--- src/rtl/bmpc_pkg.sv ---
// shared constants and state types of the boost mode and phase configuration block
package bmpc_pkg;

    // *****************************************
    // serial frame layout
    // *****************************************
    localparam logic [4:0] BMPC_FRAME_BITS = 5'h10;  // one frame is 16 bits
    localparam logic [4:0] BMPC_CMD_BITS = 5'h08;    // command byte: write flag and address

    // *****************************************
    // register offsets
    // *****************************************
    localparam logic [6:0] BMPC_ADDR_CONTROL = 7'h00;
    localparam logic [6:0] BMPC_ADDR_GATE_DRIVER_OUTPUT_MAP = 7'h02;
    localparam logic [6:0] BMPC_ADDR_OUTPUT_ONE_PHASE_ENABLES = 7'h0b;
    localparam logic [6:0] BMPC_ADDR_OUTPUT_TWO_PHASE_ENABLES = 7'h0c;
    localparam logic [6:0] BMPC_ADDR_GATE_DRIVER_PHASE_MAP = 7'h0f;
    localparam logic [6:0] BMPC_ADDR_PHASE_ROUTE_SELECT = 7'h10;
    localparam logic [6:0] BMPC_ADDR_STATUS = 7'h1f;

    // *****************************************
    // field positions and reset values
    // *****************************************
    localparam int BMPC_CTRL_CFG_DONE_BIT = 0;
    localparam int BMPC_CTRL_OUT1_EN_BIT = 1;
    localparam int BMPC_STAT_GATE_OK_BIT = 0;
    localparam int BMPC_STAT_OVER_TEMP_BIT = 1;
    localparam int BMPC_STAT_GATE_ERR_BIT = 2;
    localparam int BMPC_STAT_UNDER_V_BIT = 3;
    localparam int BMPC_STAT_OVER_V_BIT = 4;
    localparam int BMPC_STAT_MODE_LSB = 5;
    localparam logic [3:0] BMPC_PHASE_EN_RESET = 4'h0;
    localparam logic [1:0] BMPC_ROUTE_RESET = 2'h0;
    localparam logic BMPC_MAP_RESET = 1'b0;

    // *****************************************
    // synchronised pin positions
    // *****************************************
    localparam int BMPC_PIN_EN = 0;
    localparam int BMPC_PIN_PON = 1;
    localparam int BMPC_PIN_OVT = 2;
    localparam int BMPC_PIN_GERR = 3;
    localparam int BMPC_PIN_UV = 4;
    localparam int BMPC_PIN_OV = 5;
    localparam int BMPC_PIN_GOK = 6;
    localparam int BMPC_PIN_W = 7;

    // *****************************************
    // types
    // *****************************************
    typedef enum logic [1:0] {
        BMPC_MODE_OFF,
        BMPC_MODE_CONFIG,
        BMPC_MODE_OPERATION,
        BMPC_MODE_FAIL_SILENT
    } bmpc_mode_t;

    typedef struct packed {
        logic [2:0] sync1;
        logic [2:0] sync2;
        logic sclk_prev;
        logic active;
        logic [4:0] bit_cnt;
        logic [7:0] shift_in;
        logic [7:0] rd_shift;
        logic is_write;
        logic [6:0] addr;
        logic [7:0] wdata;
        logic wr_stb;
        logic sdo;
    } bmpc_spi_state_t;

    typedef struct packed {
        logic [BMPC_PIN_W-1:0] sync1;
        logic [BMPC_PIN_W-1:0] sync2;
        bmpc_mode_t mode;
        logic cfg_done;
        logic out1_en;
        logic gd_output_map;
        logic gd_phase_map;
        logic [3:0] out_a_en;
        logic [3:0] out_b_en;
        logic [1:0] route;
        logic gate_en;
        logic out_on;
        logic batmon;
        logic routed_on;
    } bmpc_top_state_t;

endpackage

--- src/rtl/bmpc_spi_slave.sv ---
// serial register port: oversampled slave, 16-bit frames, mode 0
`timescale 1ns/10ps
`default_nettype none

module bmpc_spi_slave
    import bmpc_pkg::*;
(
    // clock and reset
    input wire logic clk_in,
    input wire logic rst_in,
    input wire logic ce_in,
    // pins
    input wire logic sclk_in,
    input wire logic csb_n_in,
    input wire logic sdi_in,
    output logic sdo_out,
    output logic sdo_oe_out,
    // register side
    input wire logic enable_in,
    input wire logic [7:0] rdata_in,
    output logic [6:0] addr_out,
    output logic [7:0] wdata_out,
    output logic wr_stb_out
);

    bmpc_spi_state_t q;
    bmpc_spi_state_t d;
    logic csb_s;
    logic sclk_s;
    logic sdi_s;

    // only the second synchroniser stage is looked at
    assign csb_s = q.sync2[2];
    assign sclk_s = q.sync2[1];
    assign sdi_s = q.sync2[0];

    // *****************************************
    // frame engine
    // *****************************************
    always_comb begin
        d = q;
        d.wr_stb = 1'b0;
        d.sync1 = {csb_n_in, sclk_in, sdi_in};
        d.sync2 = q.sync1;
        d.sclk_prev = sclk_s;
        if (!enable_in || csb_s) begin
            // deselect or disabled: frame aborted, nothing is written
            d.active = 1'b0;
            d.bit_cnt = 5'h00;
            d.sdo = 1'b0;
        end else begin
            d.active = 1'b1;
            if (sclk_s && !q.sclk_prev && q.bit_cnt < BMPC_FRAME_BITS) begin
                d.shift_in = {q.shift_in[6:0], sdi_s};
                d.bit_cnt = q.bit_cnt + 5'h01;
                if (q.bit_cnt == BMPC_CMD_BITS - 5'h01) begin
                    d.is_write = q.shift_in[6];
                    d.addr = {q.shift_in[5:0], sdi_s};
                end
                if (q.bit_cnt == BMPC_FRAME_BITS - 5'h01) begin
                    d.wdata = {q.shift_in[6:0], sdi_s};
                    d.wr_stb = q.is_write;
                end
            end
            if (!sclk_s && q.sclk_prev) begin
                // read data goes out on falling edges; address has settled for 3 cycles
                if (q.bit_cnt == BMPC_CMD_BITS) begin
                    d.sdo = rdata_in[7];
                    d.rd_shift = {rdata_in[6:0], 1'b0};
                end else if (q.bit_cnt > BMPC_CMD_BITS && q.bit_cnt < BMPC_FRAME_BITS) begin
                    d.sdo = q.rd_shift[7];
                    d.rd_shift = {q.rd_shift[6:0], 1'b0};
                end
            end
        end
    end

    // state register
    always_ff @(posedge clk_in) begin
        if (rst_in) begin
            q <= '0;
            q.sync1 <= 3'h7;
            q.sync2 <= 3'h7;
        end else if (ce_in) begin
            q <= d;
        end
    end

    assign sdo_out = q.sdo;
    assign sdo_oe_out = q.active;
    assign addr_out = q.addr;
    assign wdata_out = q.wdata;
    assign wr_stb_out = q.wr_stb;

endmodule

`default_nettype wire

--- src/rtl/bmpc_top.sv ---
// mode sequencer and phase mapping registers of the boost converter controller
//
// Summary of operation
// - leave off for configuration when supply above power-on threshold and enable high
// - configuration mode accepts serial writes to configuration registers
// - writing configuration-complete bit to one enters operation mode
// - configuration-complete set locks all configuration registers
// - in operation, output-one enable starts the gate driver supply regulator
// - output voltage switches on only after gate supply reports regulation
// - battery monitoring available only while the converter runs
// - operation goes fail-silent on over-temperature or gate supply error
// - operation goes fail-silent on supply under-voltage or over-voltage
// - fail-silent turns the output off, only serial port stays working
// - up to four internal phases over at most two virtual outputs
// - output one phase enables on bits 3..0 for phases four..one
// - output two phase enables likewise, upper four bits reserved
// - gate driver output map bit 0 zero means output one; host never writes one
// - gate driver phase map bit 0 zero means output one; host never writes one
// - two-bit route code picks virtual phase one to four for physical phase
// - off mode whenever supply below power-on threshold or enable low
// - clearing configuration-complete restores configuration write access
`timescale 1ns/10ps
`default_nettype none

module bmpc_top
    import bmpc_pkg::*;
(
    // clock, reset, clock enable
    input wire logic clk_in,
    input wire logic rst_in,
    input wire logic ce_in,
    // device pins
    input wire logic en_pin_in,
    input wire logic sclk_in,
    input wire logic csb_n_in,
    input wire logic sdi_in,
    output logic sdo_out,
    output logic sdo_oe_out,
    // analog monitors, asynchronous levels
    input wire logic supply_above_pon_in,
    input wire logic over_temp_in,
    input wire logic gate_supply_error_in,
    input wire logic supply_under_voltage_in,
    input wire logic supply_over_voltage_in,
    input wire logic gate_supply_regulated_in,
    // mode and power control
    output bmpc_mode_t mode_out,
    output logic config_locked_out,
    output logic gate_supply_enable_out,
    output logic first_output_voltage_on_out,
    output logic battery_monitor_enable_out,
    // phase configuration
    output logic [3:0] out_a_phase_enables_out,
    output logic [3:0] out_b_phase_enables_out,
    output logic physical_phase_output_map_out,
    output logic physical_phase_virtual_map_out,
    output logic [1:0] phase_route_code_out,
    output logic routed_phase_active_out
);

    // *****************************************
    // declarations
    // *****************************************
    bmpc_top_state_t q;
    bmpc_top_state_t d;
    logic [6:0] spi_addr;
    logic [7:0] spi_wdata;
    logic spi_wr;
    logic [7:0] spi_rdata;
    logic spi_enable;
    logic [BMPC_PIN_W-1:0] pins_raw;

    // gather the asynchronous levels for the common synchroniser
    always_comb begin
        pins_raw = '0;
        pins_raw[BMPC_PIN_EN] = en_pin_in;
        pins_raw[BMPC_PIN_PON] = supply_above_pon_in;
        pins_raw[BMPC_PIN_OVT] = over_temp_in;
        pins_raw[BMPC_PIN_GERR] = gate_supply_error_in;
        pins_raw[BMPC_PIN_UV] = supply_under_voltage_in;
        pins_raw[BMPC_PIN_OV] = supply_over_voltage_in;
        pins_raw[BMPC_PIN_GOK] = gate_supply_regulated_in;
    end

    // *****************************************
    // helper functions
    // *****************************************

    // true for the addresses that the configuration lock guards
    function automatic logic is_config_addr(input logic [6:0] addr);
        logic hit;
        hit = 1'b0;
        case (addr)
            BMPC_ADDR_GATE_DRIVER_OUTPUT_MAP: hit = 1'b1;
            BMPC_ADDR_OUTPUT_ONE_PHASE_ENABLES: hit = 1'b1;
            BMPC_ADDR_OUTPUT_TWO_PHASE_ENABLES: hit = 1'b1;
            BMPC_ADDR_GATE_DRIVER_PHASE_MAP: hit = 1'b1;
            BMPC_ADDR_PHASE_ROUTE_SELECT: hit = 1'b1;
            default: hit = 1'b0;
        endcase
        return hit;
    endfunction

    // read mux; reserved bits and unmapped addresses read as zero
    function automatic logic [7:0] read_reg(input logic [6:0] addr, input bmpc_top_state_t s);
        logic [7:0] v;
        v = 8'h00;
        case (addr)
            BMPC_ADDR_CONTROL: begin
                v[BMPC_CTRL_CFG_DONE_BIT] = s.cfg_done;
                v[BMPC_CTRL_OUT1_EN_BIT] = s.out1_en;
            end
            BMPC_ADDR_GATE_DRIVER_OUTPUT_MAP: v[0] = s.gd_output_map;
            BMPC_ADDR_OUTPUT_ONE_PHASE_ENABLES: v[3:0] = s.out_a_en;
            BMPC_ADDR_OUTPUT_TWO_PHASE_ENABLES: v[3:0] = s.out_b_en;
            BMPC_ADDR_GATE_DRIVER_PHASE_MAP: v[0] = s.gd_phase_map;
            BMPC_ADDR_PHASE_ROUTE_SELECT: v[1:0] = s.route;
            BMPC_ADDR_STATUS: begin
                v[BMPC_STAT_GATE_OK_BIT] = s.sync2[BMPC_PIN_GOK];
                v[BMPC_STAT_OVER_TEMP_BIT] = s.sync2[BMPC_PIN_OVT];
                v[BMPC_STAT_GATE_ERR_BIT] = s.sync2[BMPC_PIN_GERR];
                v[BMPC_STAT_UNDER_V_BIT] = s.sync2[BMPC_PIN_UV];
                v[BMPC_STAT_OVER_V_BIT] = s.sync2[BMPC_PIN_OV];
                v[BMPC_STAT_MODE_LSB +: 2] = 2'(s.mode);
            end
            default: v = 8'h00;
        endcase
        return v;
    endfunction

    // *****************************************
    // serial register port
    // *****************************************

    // the port is dead in off mode, alive in every other mode
    assign spi_enable = (q.mode != BMPC_MODE_OFF);
    assign spi_rdata = read_reg(spi_addr, q);

    bmpc_spi_slave u_spi (
        .clk_in(clk_in),
        .rst_in(rst_in),
        .ce_in(ce_in),
        .sclk_in(sclk_in),
        .csb_n_in(csb_n_in),
        .sdi_in(sdi_in),
        .sdo_out(sdo_out),
        .sdo_oe_out(sdo_oe_out),
        .enable_in(spi_enable),
        .rdata_in(spi_rdata),
        .addr_out(spi_addr),
        .wdata_out(spi_wdata),
        .wr_stb_out(spi_wr)
    );

    // *****************************************
    // next state
    // *****************************************
    always_comb begin
        logic supply_ok;
        logic enable_pin;
        logic fault;
        logic gate_ok;
        supply_ok = 1'b0;
        enable_pin = 1'b0;
        fault = 1'b0;
        gate_ok = 1'b0;
        d = q;

        // two-stage synchroniser, only stage two feeds logic
        d.sync1 = pins_raw;
        d.sync2 = q.sync1;
        supply_ok = q.sync2[BMPC_PIN_PON];
        enable_pin = q.sync2[BMPC_PIN_EN];
        gate_ok = q.sync2[BMPC_PIN_GOK];
        fault = q.sync2[BMPC_PIN_OVT] | q.sync2[BMPC_PIN_GERR]
            | q.sync2[BMPC_PIN_UV] | q.sync2[BMPC_PIN_OV];

        // register writes; only possible outside off because the port is disabled there
        if (spi_wr && spi_enable) begin
            if (spi_addr == BMPC_ADDR_CONTROL) begin
                d.cfg_done = spi_wdata[BMPC_CTRL_CFG_DONE_BIT];
                d.out1_en = spi_wdata[BMPC_CTRL_OUT1_EN_BIT];
            end else if (is_config_addr(spi_addr) && !q.cfg_done) begin
                case (spi_addr)
                    // the map bits store what is written; a one is the host's fault
                    BMPC_ADDR_GATE_DRIVER_OUTPUT_MAP: d.gd_output_map = spi_wdata[0];
                    BMPC_ADDR_OUTPUT_ONE_PHASE_ENABLES: d.out_a_en = spi_wdata[3:0];
                    BMPC_ADDR_OUTPUT_TWO_PHASE_ENABLES: d.out_b_en = spi_wdata[3:0];
                    BMPC_ADDR_GATE_DRIVER_PHASE_MAP: d.gd_phase_map = spi_wdata[0];
                    BMPC_ADDR_PHASE_ROUTE_SELECT: d.route = spi_wdata[1:0];
                    default: d.route = q.route;
                endcase
            end
        end

        // mode sequencer; losing supply or enable beats every other move
        if (!supply_ok || !enable_pin) begin
            d.mode = BMPC_MODE_OFF;
        end else begin
            case (q.mode)
                BMPC_MODE_OFF: d.mode = BMPC_MODE_CONFIG;
                BMPC_MODE_CONFIG: begin
                    if (q.cfg_done) begin
                        d.mode = BMPC_MODE_OPERATION;
                    end
                end
                BMPC_MODE_OPERATION: begin
                    if (fault) begin
                        d.mode = BMPC_MODE_FAIL_SILENT;
                    end else if (!q.cfg_done) begin
                        d.mode = BMPC_MODE_CONFIG;
                    end
                end
                // fail-silent is left only through off, by the enable pin or by losing supply
                BMPC_MODE_FAIL_SILENT: d.mode = BMPC_MODE_FAIL_SILENT;
                default: d.mode = BMPC_MODE_OFF;
            endcase
        end

        // off clears everything so a restart begins from a clean configuration
        if (d.mode == BMPC_MODE_OFF) begin
            d.cfg_done = 1'b0;
            d.out1_en = 1'b0;
            d.gd_output_map = BMPC_MAP_RESET;
            d.gd_phase_map = BMPC_MAP_RESET;
            d.out_a_en = BMPC_PHASE_EN_RESET;
            d.out_b_en = BMPC_PHASE_EN_RESET;
            d.route = BMPC_ROUTE_RESET;
        end

        // power path, registered so that it tracks the mode of the same cycle
        d.gate_en = (d.mode == BMPC_MODE_OPERATION) && d.out1_en;
        d.out_on = d.gate_en && gate_ok;
        d.batmon = d.out_on;
        // physical phase runs when its selected virtual phase of output one is on
        d.routed_on = d.out_on && d.out_a_en[d.route];
    end

    // *****************************************
    // state register
    // *****************************************
    always_ff @(posedge clk_in) begin
        if (rst_in) begin
            q <= '0;
            q.mode <= BMPC_MODE_OFF;
        end else if (ce_in) begin
            q <= d;
        end
    end

    // *****************************************
    // outputs
    // *****************************************
    assign mode_out = q.mode;
    assign config_locked_out = q.cfg_done;
    assign gate_supply_enable_out = q.gate_en;
    assign first_output_voltage_on_out = q.out_on;
    assign battery_monitor_enable_out = q.batmon;
    assign out_a_phase_enables_out = q.out_a_en;
    assign out_b_phase_enables_out = q.out_b_en;
    assign physical_phase_output_map_out = q.gd_output_map;
    assign physical_phase_virtual_map_out = q.gd_phase_map;
    assign phase_route_code_out = q.route;
    assign routed_phase_active_out = q.routed_on;

endmodule

`default_nettype wire

--- config.mk ---
export PLATFORM = sky130hd
export DESIGN_NAME = bmpc_top
export DESIGN_NICKNAME = d
export VERILOG_FILES = /design/src/rtl/bmpc_pkg.sv /design/src/rtl/bmpc_spi_slave.sv /design/src/rtl/bmpc_top.sv
export SDC_FILE = /design/constraint.sdc
export NUM_CORES = 1
export LEC_CHECK = 0
export BUFFER_PORTS_ARGS = -buffer_cell sky130_fd_sc_hd__buf_4
export CELL_PAD_IN_SITES_DETAIL_PLACEMENT = 0
export CELL_PAD_IN_SITES_GLOBAL_PLACEMENT = 1
export CORE_MARGIN = 2
export CORE_UTILIZATION = 41
export DETAILED_ROUTE_END_ITERATION = 8
export GPL_TIMING_DRIVEN = 0
export PLACE_DENSITY_LB_ADDON = 0.2
export SYNTH_ARGS = -nofsm -noshare
export SYNTH_HDL_FRONTEND = slang
export SYNTH_SLANG_ARGS = --single-unit
--- constraint.sdc ---
create_clock -name clk_in -period 7.15 [get_ports clk_in]
set_input_delay 1.43 -clock clk_in [delete_from_list [all_inputs] [get_ports clk_in]]
set_output_delay 1.43 -clock clk_in [all_outputs]
set_load 0.01 [all_outputs]
==> results of run 1 <==
[worst register-to-register path, stage by stage, from the launching register on]
cell,delay [ns]
dfxtp_1,0.47
nor2_1,0.17
nor3_1,0.51
and2_1,0.21
clkbuf_1,0.28
nand4_1,0.56
mux2i_1,0.33
nor2_1,0.05
[flip-flops by register name (all words and copies together) (netlist names), 2 cells and up]
name	count
d	7
u_spi.d	4
mode_out	2
out_b_phase_enables_out	4
q	8
u_spi.q	22
out_a_phase_enables_out	4
phase_route_code_out	2
u_spi.addr_out	7
u_spi.wdata_out	4
[where the power goes]
| part | switching, mW | total (mW) | internal [mW] |
|---|---|---|---|
| registers | 0.00443 | 0.423 | 0.418 |
| clock network | 0.161 | 0.329 | 0.168 |
| logic | 0.0228 | 0.0377 | 0.0148 |
| total | 0.188 | 0.789 | 0.601 |
[layer usage]
metal | part of all wire | vias to the layer above | wire length (um) | GRT usage
met1 | 0.48 | 1439 | 4370 | 0.298
met5 | 0 | - | 0 | 0
met3 | 0.066 | 17 | 594 | 0.0415
li1 | - | 1521 | - | -
met2 | 0.43 | 103 | 3920 | 0.319
met4 | 0.020 | 0 | 181 | 0.0690
[how the worst max path moves through the flow]
stage | cells after the start | from | slack (ns) | to
3_3_place_gp | 8 | ce_in | 3.46 | u_spi.addr_out[1]$_SDFFE_PP0P_
3_5_place_dp | 8 | ce_in | 3.45 | u_spi.addr_out[0]$_SDFFE_PP0P_
5_1_grt | 8 | ce_in | 3.60 | u_spi.addr_out[6]$_SDFFE_PP0P_
2_1_floorplan | 7 | ce_in | 4.11 | u_spi.addr_out[0]$_SDFFE_PP0P_
4_1_cts | 8 | ce_in | 3.84 | u_spi.addr_out[2]$_SDFFE_PP0P_
6_report | 8 | ce_in | 3.83 | u_spi.addr_out[2]$_SDFFE_PP0P_
[cell usage after synthesis, drive strengths merged, types with 4 or more instances]
| master | instances |
|---|---|
| dfxtp | 74 |
| nor2 | 71 |
| nand2 | 41 |
| a21oi | 33 |
| mux2i | 33 |
| buf | 21 |
| clkbuf | 18 |
| nand3 | 12 |
| a32oi | 11 |
| nor3 | 9 |
| o21ai | 9 |
| nor2b | 7 |
| a211o | 6 |
| a22oi | 6 |
| inv | 6 |
| a221oi | 4 |
| and2 | 4 |
| and3 | 4 |
| nand4 | 4 |
| nor3b | 4 |
[cells by family (layout without fill, tap and decap cells)]
group,Yosys count,count (layout),synth area share
and+or+nand+nor,172,172,0.232
AOI/OAI and AO/OA,80,80,0.157
DFF,74,74,0.427
adders and majority gates,3,3,0.0108
muxes,36,36,0.105
buffers and inverters,45,93,0.0678
[metrics by stage]
step	total power [mW]	std cells	utilization
6_report	0.789	563	0.492
3_5_place_dp	0.470	548	0.468
4_1_cts	0.795	563	0.492
5_1_grt	0.817	563	0.492
2_1_floorplan	0.455	410	-
3_3_place_gp	0.470	548	0.468
[layout make-up]
cell class	instances	share of cell area
multi-input cells	291	0.433
repair buffers	33	0.0613
flip-flops and latches	74	0.367
plain buffers	39	0.0527
clock buffers	10	0.0341
inverters	6	0.00558
well taps	105	0.0325
clock inverters	5	0.0136
[placed cells by master (no fill, tap or decap), types with 7 or more instances in the layout]
cell type	instances
nor2b_1	7
clkbuf_1	18
dfxtp_1	74
a21oi_1	33
nor3_1	9
nand3_1	12
clkbuf_8	10
mux2i_1	33
nand2_1	41
a32oi_1	11
buf_4	46
o21ai_0	9
nor2_1	70
==> metrics.log, run 1 <==
[metrics] Synth warnings: 0
[metrics] startpoint class of the critical path: input pin
[metrics] r2r startpoint: mode_out[0]$_SDFFE_PP0P_
[metrics] number of H-tree branching levels: 3
[metrics] slowest stage cell on the critical path: nand4_1
[metrics] kind of critical path: input pin to register
[metrics] unrepaired setup endpoints after global routing: false
[metrics] worst setup slack for register-to-register paths: between 4 and 5 ns
[metrics] post-layout minimum cycle time: roughly 3.3 ns
[metrics] area taken by multi-input logic gates: approximately 0.0018 mm^2
[metrics] worst hold start: u_spi.q[32]$_SDFFE_PP0P_
[metrics] final global-route overflow total: 0
[metrics] count of maximum capacitance violations: 0
[metrics] DRC violation total after the first TritonRoute iteration: 208
[metrics] share of the yosys chip area belonging to registers: 0.427
[metrics] Buffers & Inverters on Critical Path: 3
[metrics] Worst Path Arrival: ~3.6 ns
[metrics] final design instance area without fill: 0.00404 mm^2
[metrics] most frequently used flop master after synthesis: dfxtp_1
[metrics] number of top-level design ports: 34
[metrics] core area: approximately 0.0082 mm^2
[metrics] DR vias/cell: between 5 and 6
[metrics] fillers: 822
[metrics] reg-to-reg endpoint: u_spi.addr_out[2]$_SDFFE_PP0P_
[metrics] Cell Pwr Density: between 150 and 200 mW/mm^2
[metrics] number of antenna repair diodes: 0
[metrics] first-pass GRT wire length: between 10000 and 15000 um
[metrics] WHS: 0.461 ns
[metrics] Routed wire per std cell: about 16 um
[metrics] number of antenna violations at the first check in global routing: 0
[metrics] clock root buffer: clkbuf_8
[metrics] post-detailed-route DRC marker count: 0
[metrics] setup repair bufs after CTS: 0
[metrics] die extent in x: 96.0 um
[metrics] relative area change from synthesis to final layout: 16.5%
[metrics] hpwl dp: about 6400 um
[metrics] leak pwr: approximately 1.6 nW
[metrics] Layout Skew: roughly 0.011 ns
[metrics] vias: roughly 3100
[metrics] Detailed Routing Iterations Pass 1: 4
[metrics] overall track demand over capacity in global routing: 0.210
[metrics] clk_lat worst skew: 0.35 ns
[metrics] Worst Hold Path EP: u_spi.q[32]$_SDFFE_PP0P_
[metrics] Crit path required time: between 7 and 8 ns
[metrics] Die H: 96.0 um
[metrics] count of cells resized by post-cts repair: 0
[metrics] final worst slack: around 3.8 ns
[metrics] post-detailed-placement cell area: approximately 0.0038 mm^2
[metrics] Post-synth ARST share: 0
[metrics] top cells by area in the synthesized netlist: dfxtp_1, mux2i_1, nor2_1
[metrics] critical-path cell list: buf_4 -> inv_1 -> nor3_1 -> and2_1 -> clkbuf_1 -> nand4_1 -> mux2i_1 -> nor2_1
[metrics] classification of the worst-slack hold path: register to register
[metrics] Cells on Worst Hold Path: 2
[metrics] Final period util: 0.465
[metrics] share of final-layout standard cells stronger than drive strength 1: 0.162
[metrics] Max Slew Vio Count: 0
[metrics] hold buffers post-CTS: 0
[metrics] total of endpoints with negative setup slack in the final report: 0
[metrics] Num CTS Buffers: 9
[metrics] register bit count reported by yosys: 74
[metrics] clock sink total: 74
[metrics] TritonCTS clock tree: yes
[metrics] Reg area: roughly 0.0015 mm^2
[metrics] dominant delay contributor by cell family on the critical path: simple AND/OR/NAND/NOR gates
[metrics] total standard cell area after synthesis: roughly 0.0035 mm^2
[metrics] final weighted congestion of routability-driven global placement: between 0.9 and 1
[metrics] clk buf depth: 2
[metrics] detailed-route wire length: slightly above 9000 um
[metrics] count of flip-flops with a built-in enable after synthesis: 0
[metrics] cells after synthesis: 410
[metrics] number of nets in the finished design: 470
[metrics] number of nets with antenna violations after routing: 0
[metrics] Worst-path clk slew: roughly 0.08 ns
[metrics] number of input and output port buffers inserted: 33
[metrics] area of the die: around 0.0092 mm^2
[metrics] setup TNS: 0 ns
[metrics] via count of the first global-routing pass: roughly 2800
[metrics] largest net degree at the start of global routing: 13
[metrics] number of distinct library cells after synthesis: 44
[metrics] Worst path max stage delay: about 0.55 ns
[metrics] worst reg-to-reg path cell count: 7
[metrics] final hold violation count: 0
[metrics] num rows: 33
[metrics] Crit Path Max Fanout: 8
[metrics] effective utilization at floorplan: 0.422
[metrics] Post-Syn Nets: approximately 430
[metrics] worst slack, placed: 3.45 ns
[metrics] area share of the largest cell type after synthesis: 0.427
[metrics] average instance area after synthesis: ~8.5 um^2
[metrics] Max-slew headroom: 0.496
[metrics] status: completed
[metrics] actual transition at the worst max-transition pin: about 0.76 ns
[metrics] Max Fclk: around 300 MHz
[metrics] largest area contributor in the netlist: dfxtp_1
[metrics] kind of end point of the critical path: register
[metrics] maximum vdd ir drop: approximately 0.1 mV
Note: power is estimated with default switching activity, not from simulation.
==> run 2: changes to the inputs <==
--- a/config.mk
+++ b/config.mk
@@ -9,7 +9,7 @@
 export CELL_PAD_IN_SITES_DETAIL_PLACEMENT = 0
 export CELL_PAD_IN_SITES_GLOBAL_PLACEMENT = 1
 export CORE_MARGIN = 2
-export CORE_UTILIZATION = 41
+export CORE_UTILIZATION = 40
 export DETAILED_ROUTE_END_ITERATION = 8
 export GPL_TIMING_DRIVEN = 0
 export PLACE_DENSITY_LB_ADDON = 0.2
==> constraint.sdc (replaced) <==
create_clock -name clk_in -period 2.9 [get_ports clk_in]
set_input_delay 0.58 -clock clk_in [delete_from_list [all_inputs] [get_ports clk_in]]
set_output_delay 0.58 -clock clk_in [all_outputs]
set_load 0.01 [all_outputs]
==> run 2 against run 1 <==
Register-to-register slack worse by 4.2 ns; largest cell class unchanged; combinational power up 150%; largest power group unchanged; non-clock buffer count up 1; worst hold slack worse by 0.022 ns; sequential share of layout area up 0.31 points; worst setup slack worse by 3.6 ns; highest routed layer unchanged; total power up 130%; via count up 0.26%; clock power up 100%; clock-buffer cell count up 1; die area up 2.4%.
==> metrics.log, run 2 (synthesis results as in run 1) <==
[metrics] share of final-layout standard cells stronger than drive strength 1: 0.159
[metrics] Num CTS Buffers: 9
[metrics] area of the die: 0.00943 mm^2
[metrics] worst hold start: sdi_in
[metrics] Crit Path Max Fanout: 9
[metrics] Cell Pwr Density: roughly 450 mW/mm^2
[metrics] effective utilization at floorplan: 0.418
[metrics] number of nets in the finished design: 471
[metrics] maximum vdd ir drop: approximately 0.23 mV
[metrics] Final period util: 0.922
[metrics] die extent in x: about 100 um
[metrics] relative area change from synthesis to final layout: 15.5%
[metrics] reg-to-reg endpoint: routed_phase_active_out$_SDFFE_PP0P_
[metrics] kind of end point of the critical path: register
[metrics] Final Util: 0.483
[metrics] register containing the most flip-flops in the final layout: u_spi.q
[metrics] detailed-route wire length: approximately 9200 um
[metrics] startpoint class of the critical path: register
[metrics] DR vias/cell: ~5.5
[metrics] number of top-level design ports: 34
[metrics] most common library cell in the layout ignoring fill and taps: dfxtp_1
[metrics] DRC violation total after the first TritonRoute iteration: 169
[metrics] flip-flop count of the largest register, all copies and words added: 22
[metrics] Max-slew headroom: 0.488
[metrics] final hold violation count: 0
[metrics] Crit path required time: ~3.2 ns
[metrics] hpwl dp: 6650 um
[metrics] actual transition at the worst max-transition pin: around 0.77 ns
[metrics] largest net degree at the start of global routing: 12
[metrics] via count of the first global-routing pass: between 2000 and 3000
[metrics] unrepaired setup endpoints after global routing: false
[metrics] vias: between 3000 and 4000
[metrics] Worst Hold Path EP: u_spi.d[41]$_SDFFE_PP1P_
[metrics] count of maximum capacitance violations: 0
[metrics] clk_lat worst skew: between 0.3 and 0.4 ns
[metrics] final global-route overflow total: 0
[metrics] setup TNS: 0 ns
[metrics] final weighted congestion of routability-driven global placement: 0.897
[metrics] post-layout minimum cycle time: about 2.7 ns
[metrics] num rows: 33
[metrics] first-pass GRT wire length: approximately 15000 um
[metrics] commonest cells after routing, fill and taps aside: dfxtp_1, nor2_1, buf_4, nand2_1
[metrics] Layout Skew: 0.00688 ns
[metrics] Routed wire per std cell: about 16 um
[metrics] clock sink total: 74
[metrics] clock root buffer: clkbuf_8
[metrics] Max Fclk: about 370 MHz
[metrics] kind of critical path: register to register
[metrics] number of antenna repair diodes: 0
[metrics] TritonCTS clock tree: yes
[metrics] Worst Path Arrival: 2.96 ns
[metrics] number of H-tree branching levels: 3
[metrics] worst reg-to-reg path cell count: 8
[metrics] overall track demand over capacity in global routing: 0.198
[metrics] total of endpoints with negative setup slack in the final report: 0
[metrics] leak pwr: around 1.6 nW
[metrics] clk buf depth: 2
[metrics] worst setup slack for register-to-register paths: 0.23 ns
[metrics] Detailed Routing Iterations Pass 1: 5
[metrics] Worst-path clk slew: 0.08 ns
[metrics] core area: 0.00830 mm^2
[metrics] Die H: a little under 100 um
[metrics] r2r startpoint: u_spi.addr_out[3]$_SDFFE_PP0P_
[metrics] number of antenna violations at the first check in global routing: 0
[metrics] number of input and output port buffers inserted: 33
[metrics] Max Slew Vio Count: 0
[metrics] registers with the most flip-flops: u_spi.q (22), q (8)
[metrics] post-detailed-route DRC marker count: 0
[metrics] Cells on Worst Hold Path: 2
[metrics] classification of the worst-slack hold path: input pin to register
[metrics] status: completed
[metrics] number of nets with antenna violations after routing: 0
[metrics] count of cells resized by post-cts repair: 0
## run 2: how the worst max path moves through the flow
stage,start,to,slack [ns],depth (start not counted)
3_5_place_dp,ce_in,u_spi.addr_out[1]$_SDFFE_PP0P_,0.08,8
3_3_place_gp,ce_in,u_spi.addr_out[1]$_SDFFE_PP0P_,0.11,8
5_1_grt,u_spi.addr_out[3]$_SDFFE_PP0P_,routed_phase_active_out$_SDFFE_PP0P_,0.09,8
2_1_floorplan,u_spi.addr_out[3]$_SDFFE_PP0P_,routed_phase_active_out$_SDFFE_PP0P_,0.54,8
6_report,u_spi.addr_out[3]$_SDFFE_PP0P_,routed_phase_active_out$_SDFFE_PP0P_,0.23,8
4_1_cts,u_spi.addr_out[3]$_SDFFE_PP0P_,routed_phase_active_out$_SDFFE_PP0P_,0.23,8
## run 2: repair_timing
| action | CTS | global route |
|---|---|---|
| setup buffers | 0 | 1 |
| hold endpoints to repair | 0 | 0 |
| setup endpoints to repair | 0 | 6 |
| hold buffers | 0 | 0 |
## run 2: metal layers
| layer | track usage | vias to the layer above | part of all wire |
|---|---|---|---|
| met4 | 0.0813 | 0 | 0.022 |
| met5 | 0 | - | 0 |
| met2 | 0.298 | 97 | 0.44 |
| met3 | 0.0309 | 17 | 0.054 |
| met1 | 0.282 | 1441 | 0.49 |
| li1 | - | 1533 | - |
## run 2: layout make-up
| class | count | area (um^2) |
|---|---|---|
| fillers | 830 | 4290 |
| multi-input cells | 291 | 1750 |
| flip-flops and latches | 74 | 1480 |
| repair buffers | 34 | 255 |
| plain buffers | 39 | 213 |
| clock buffers | 11 | 131 |
| well taps | 105 | 131 |
| inverters | 6 | 22.5 |
| clock inverters | 4 | 20.0 |
## run 2: per-stage QoR
stage	hold slack, ns	cells	power [mW]	cell area [um^2]	setup WS [ns]
5_1_grt	0.440	564	1.87	4010	0.0905
2_1_floorplan	0.431	410	1.12	3470	0.536
6_report	0.439	564	1.81	4010	0.227
4_1_cts	0.431	563	1.82	4000	0.229
3_3_place_gp	0.436	548	1.16	3850	0.112
3_5_place_dp	0.444	548	1.16	3850	0.0820
## run 2: where the power goes
group	total [mW]	internal, mW	switching, mW
sequential	1.04	1.03	0.0113
combinational	0.0938	0.0367	0.0572
clock	0.671	0.301	0.370
total	1.81	1.37	0.439
## run 2: worst max-delay path: stages, from the launching register on
cell and delay, ns:
dfxtp_1 0.30, buf_2 0.16, nor2_1 0.20, nand3_1 0.17
or4b_2 0.70, mux2i_1 0.18, or3_1 0.46, a2111oi_2 0.29
or3_1 0.15
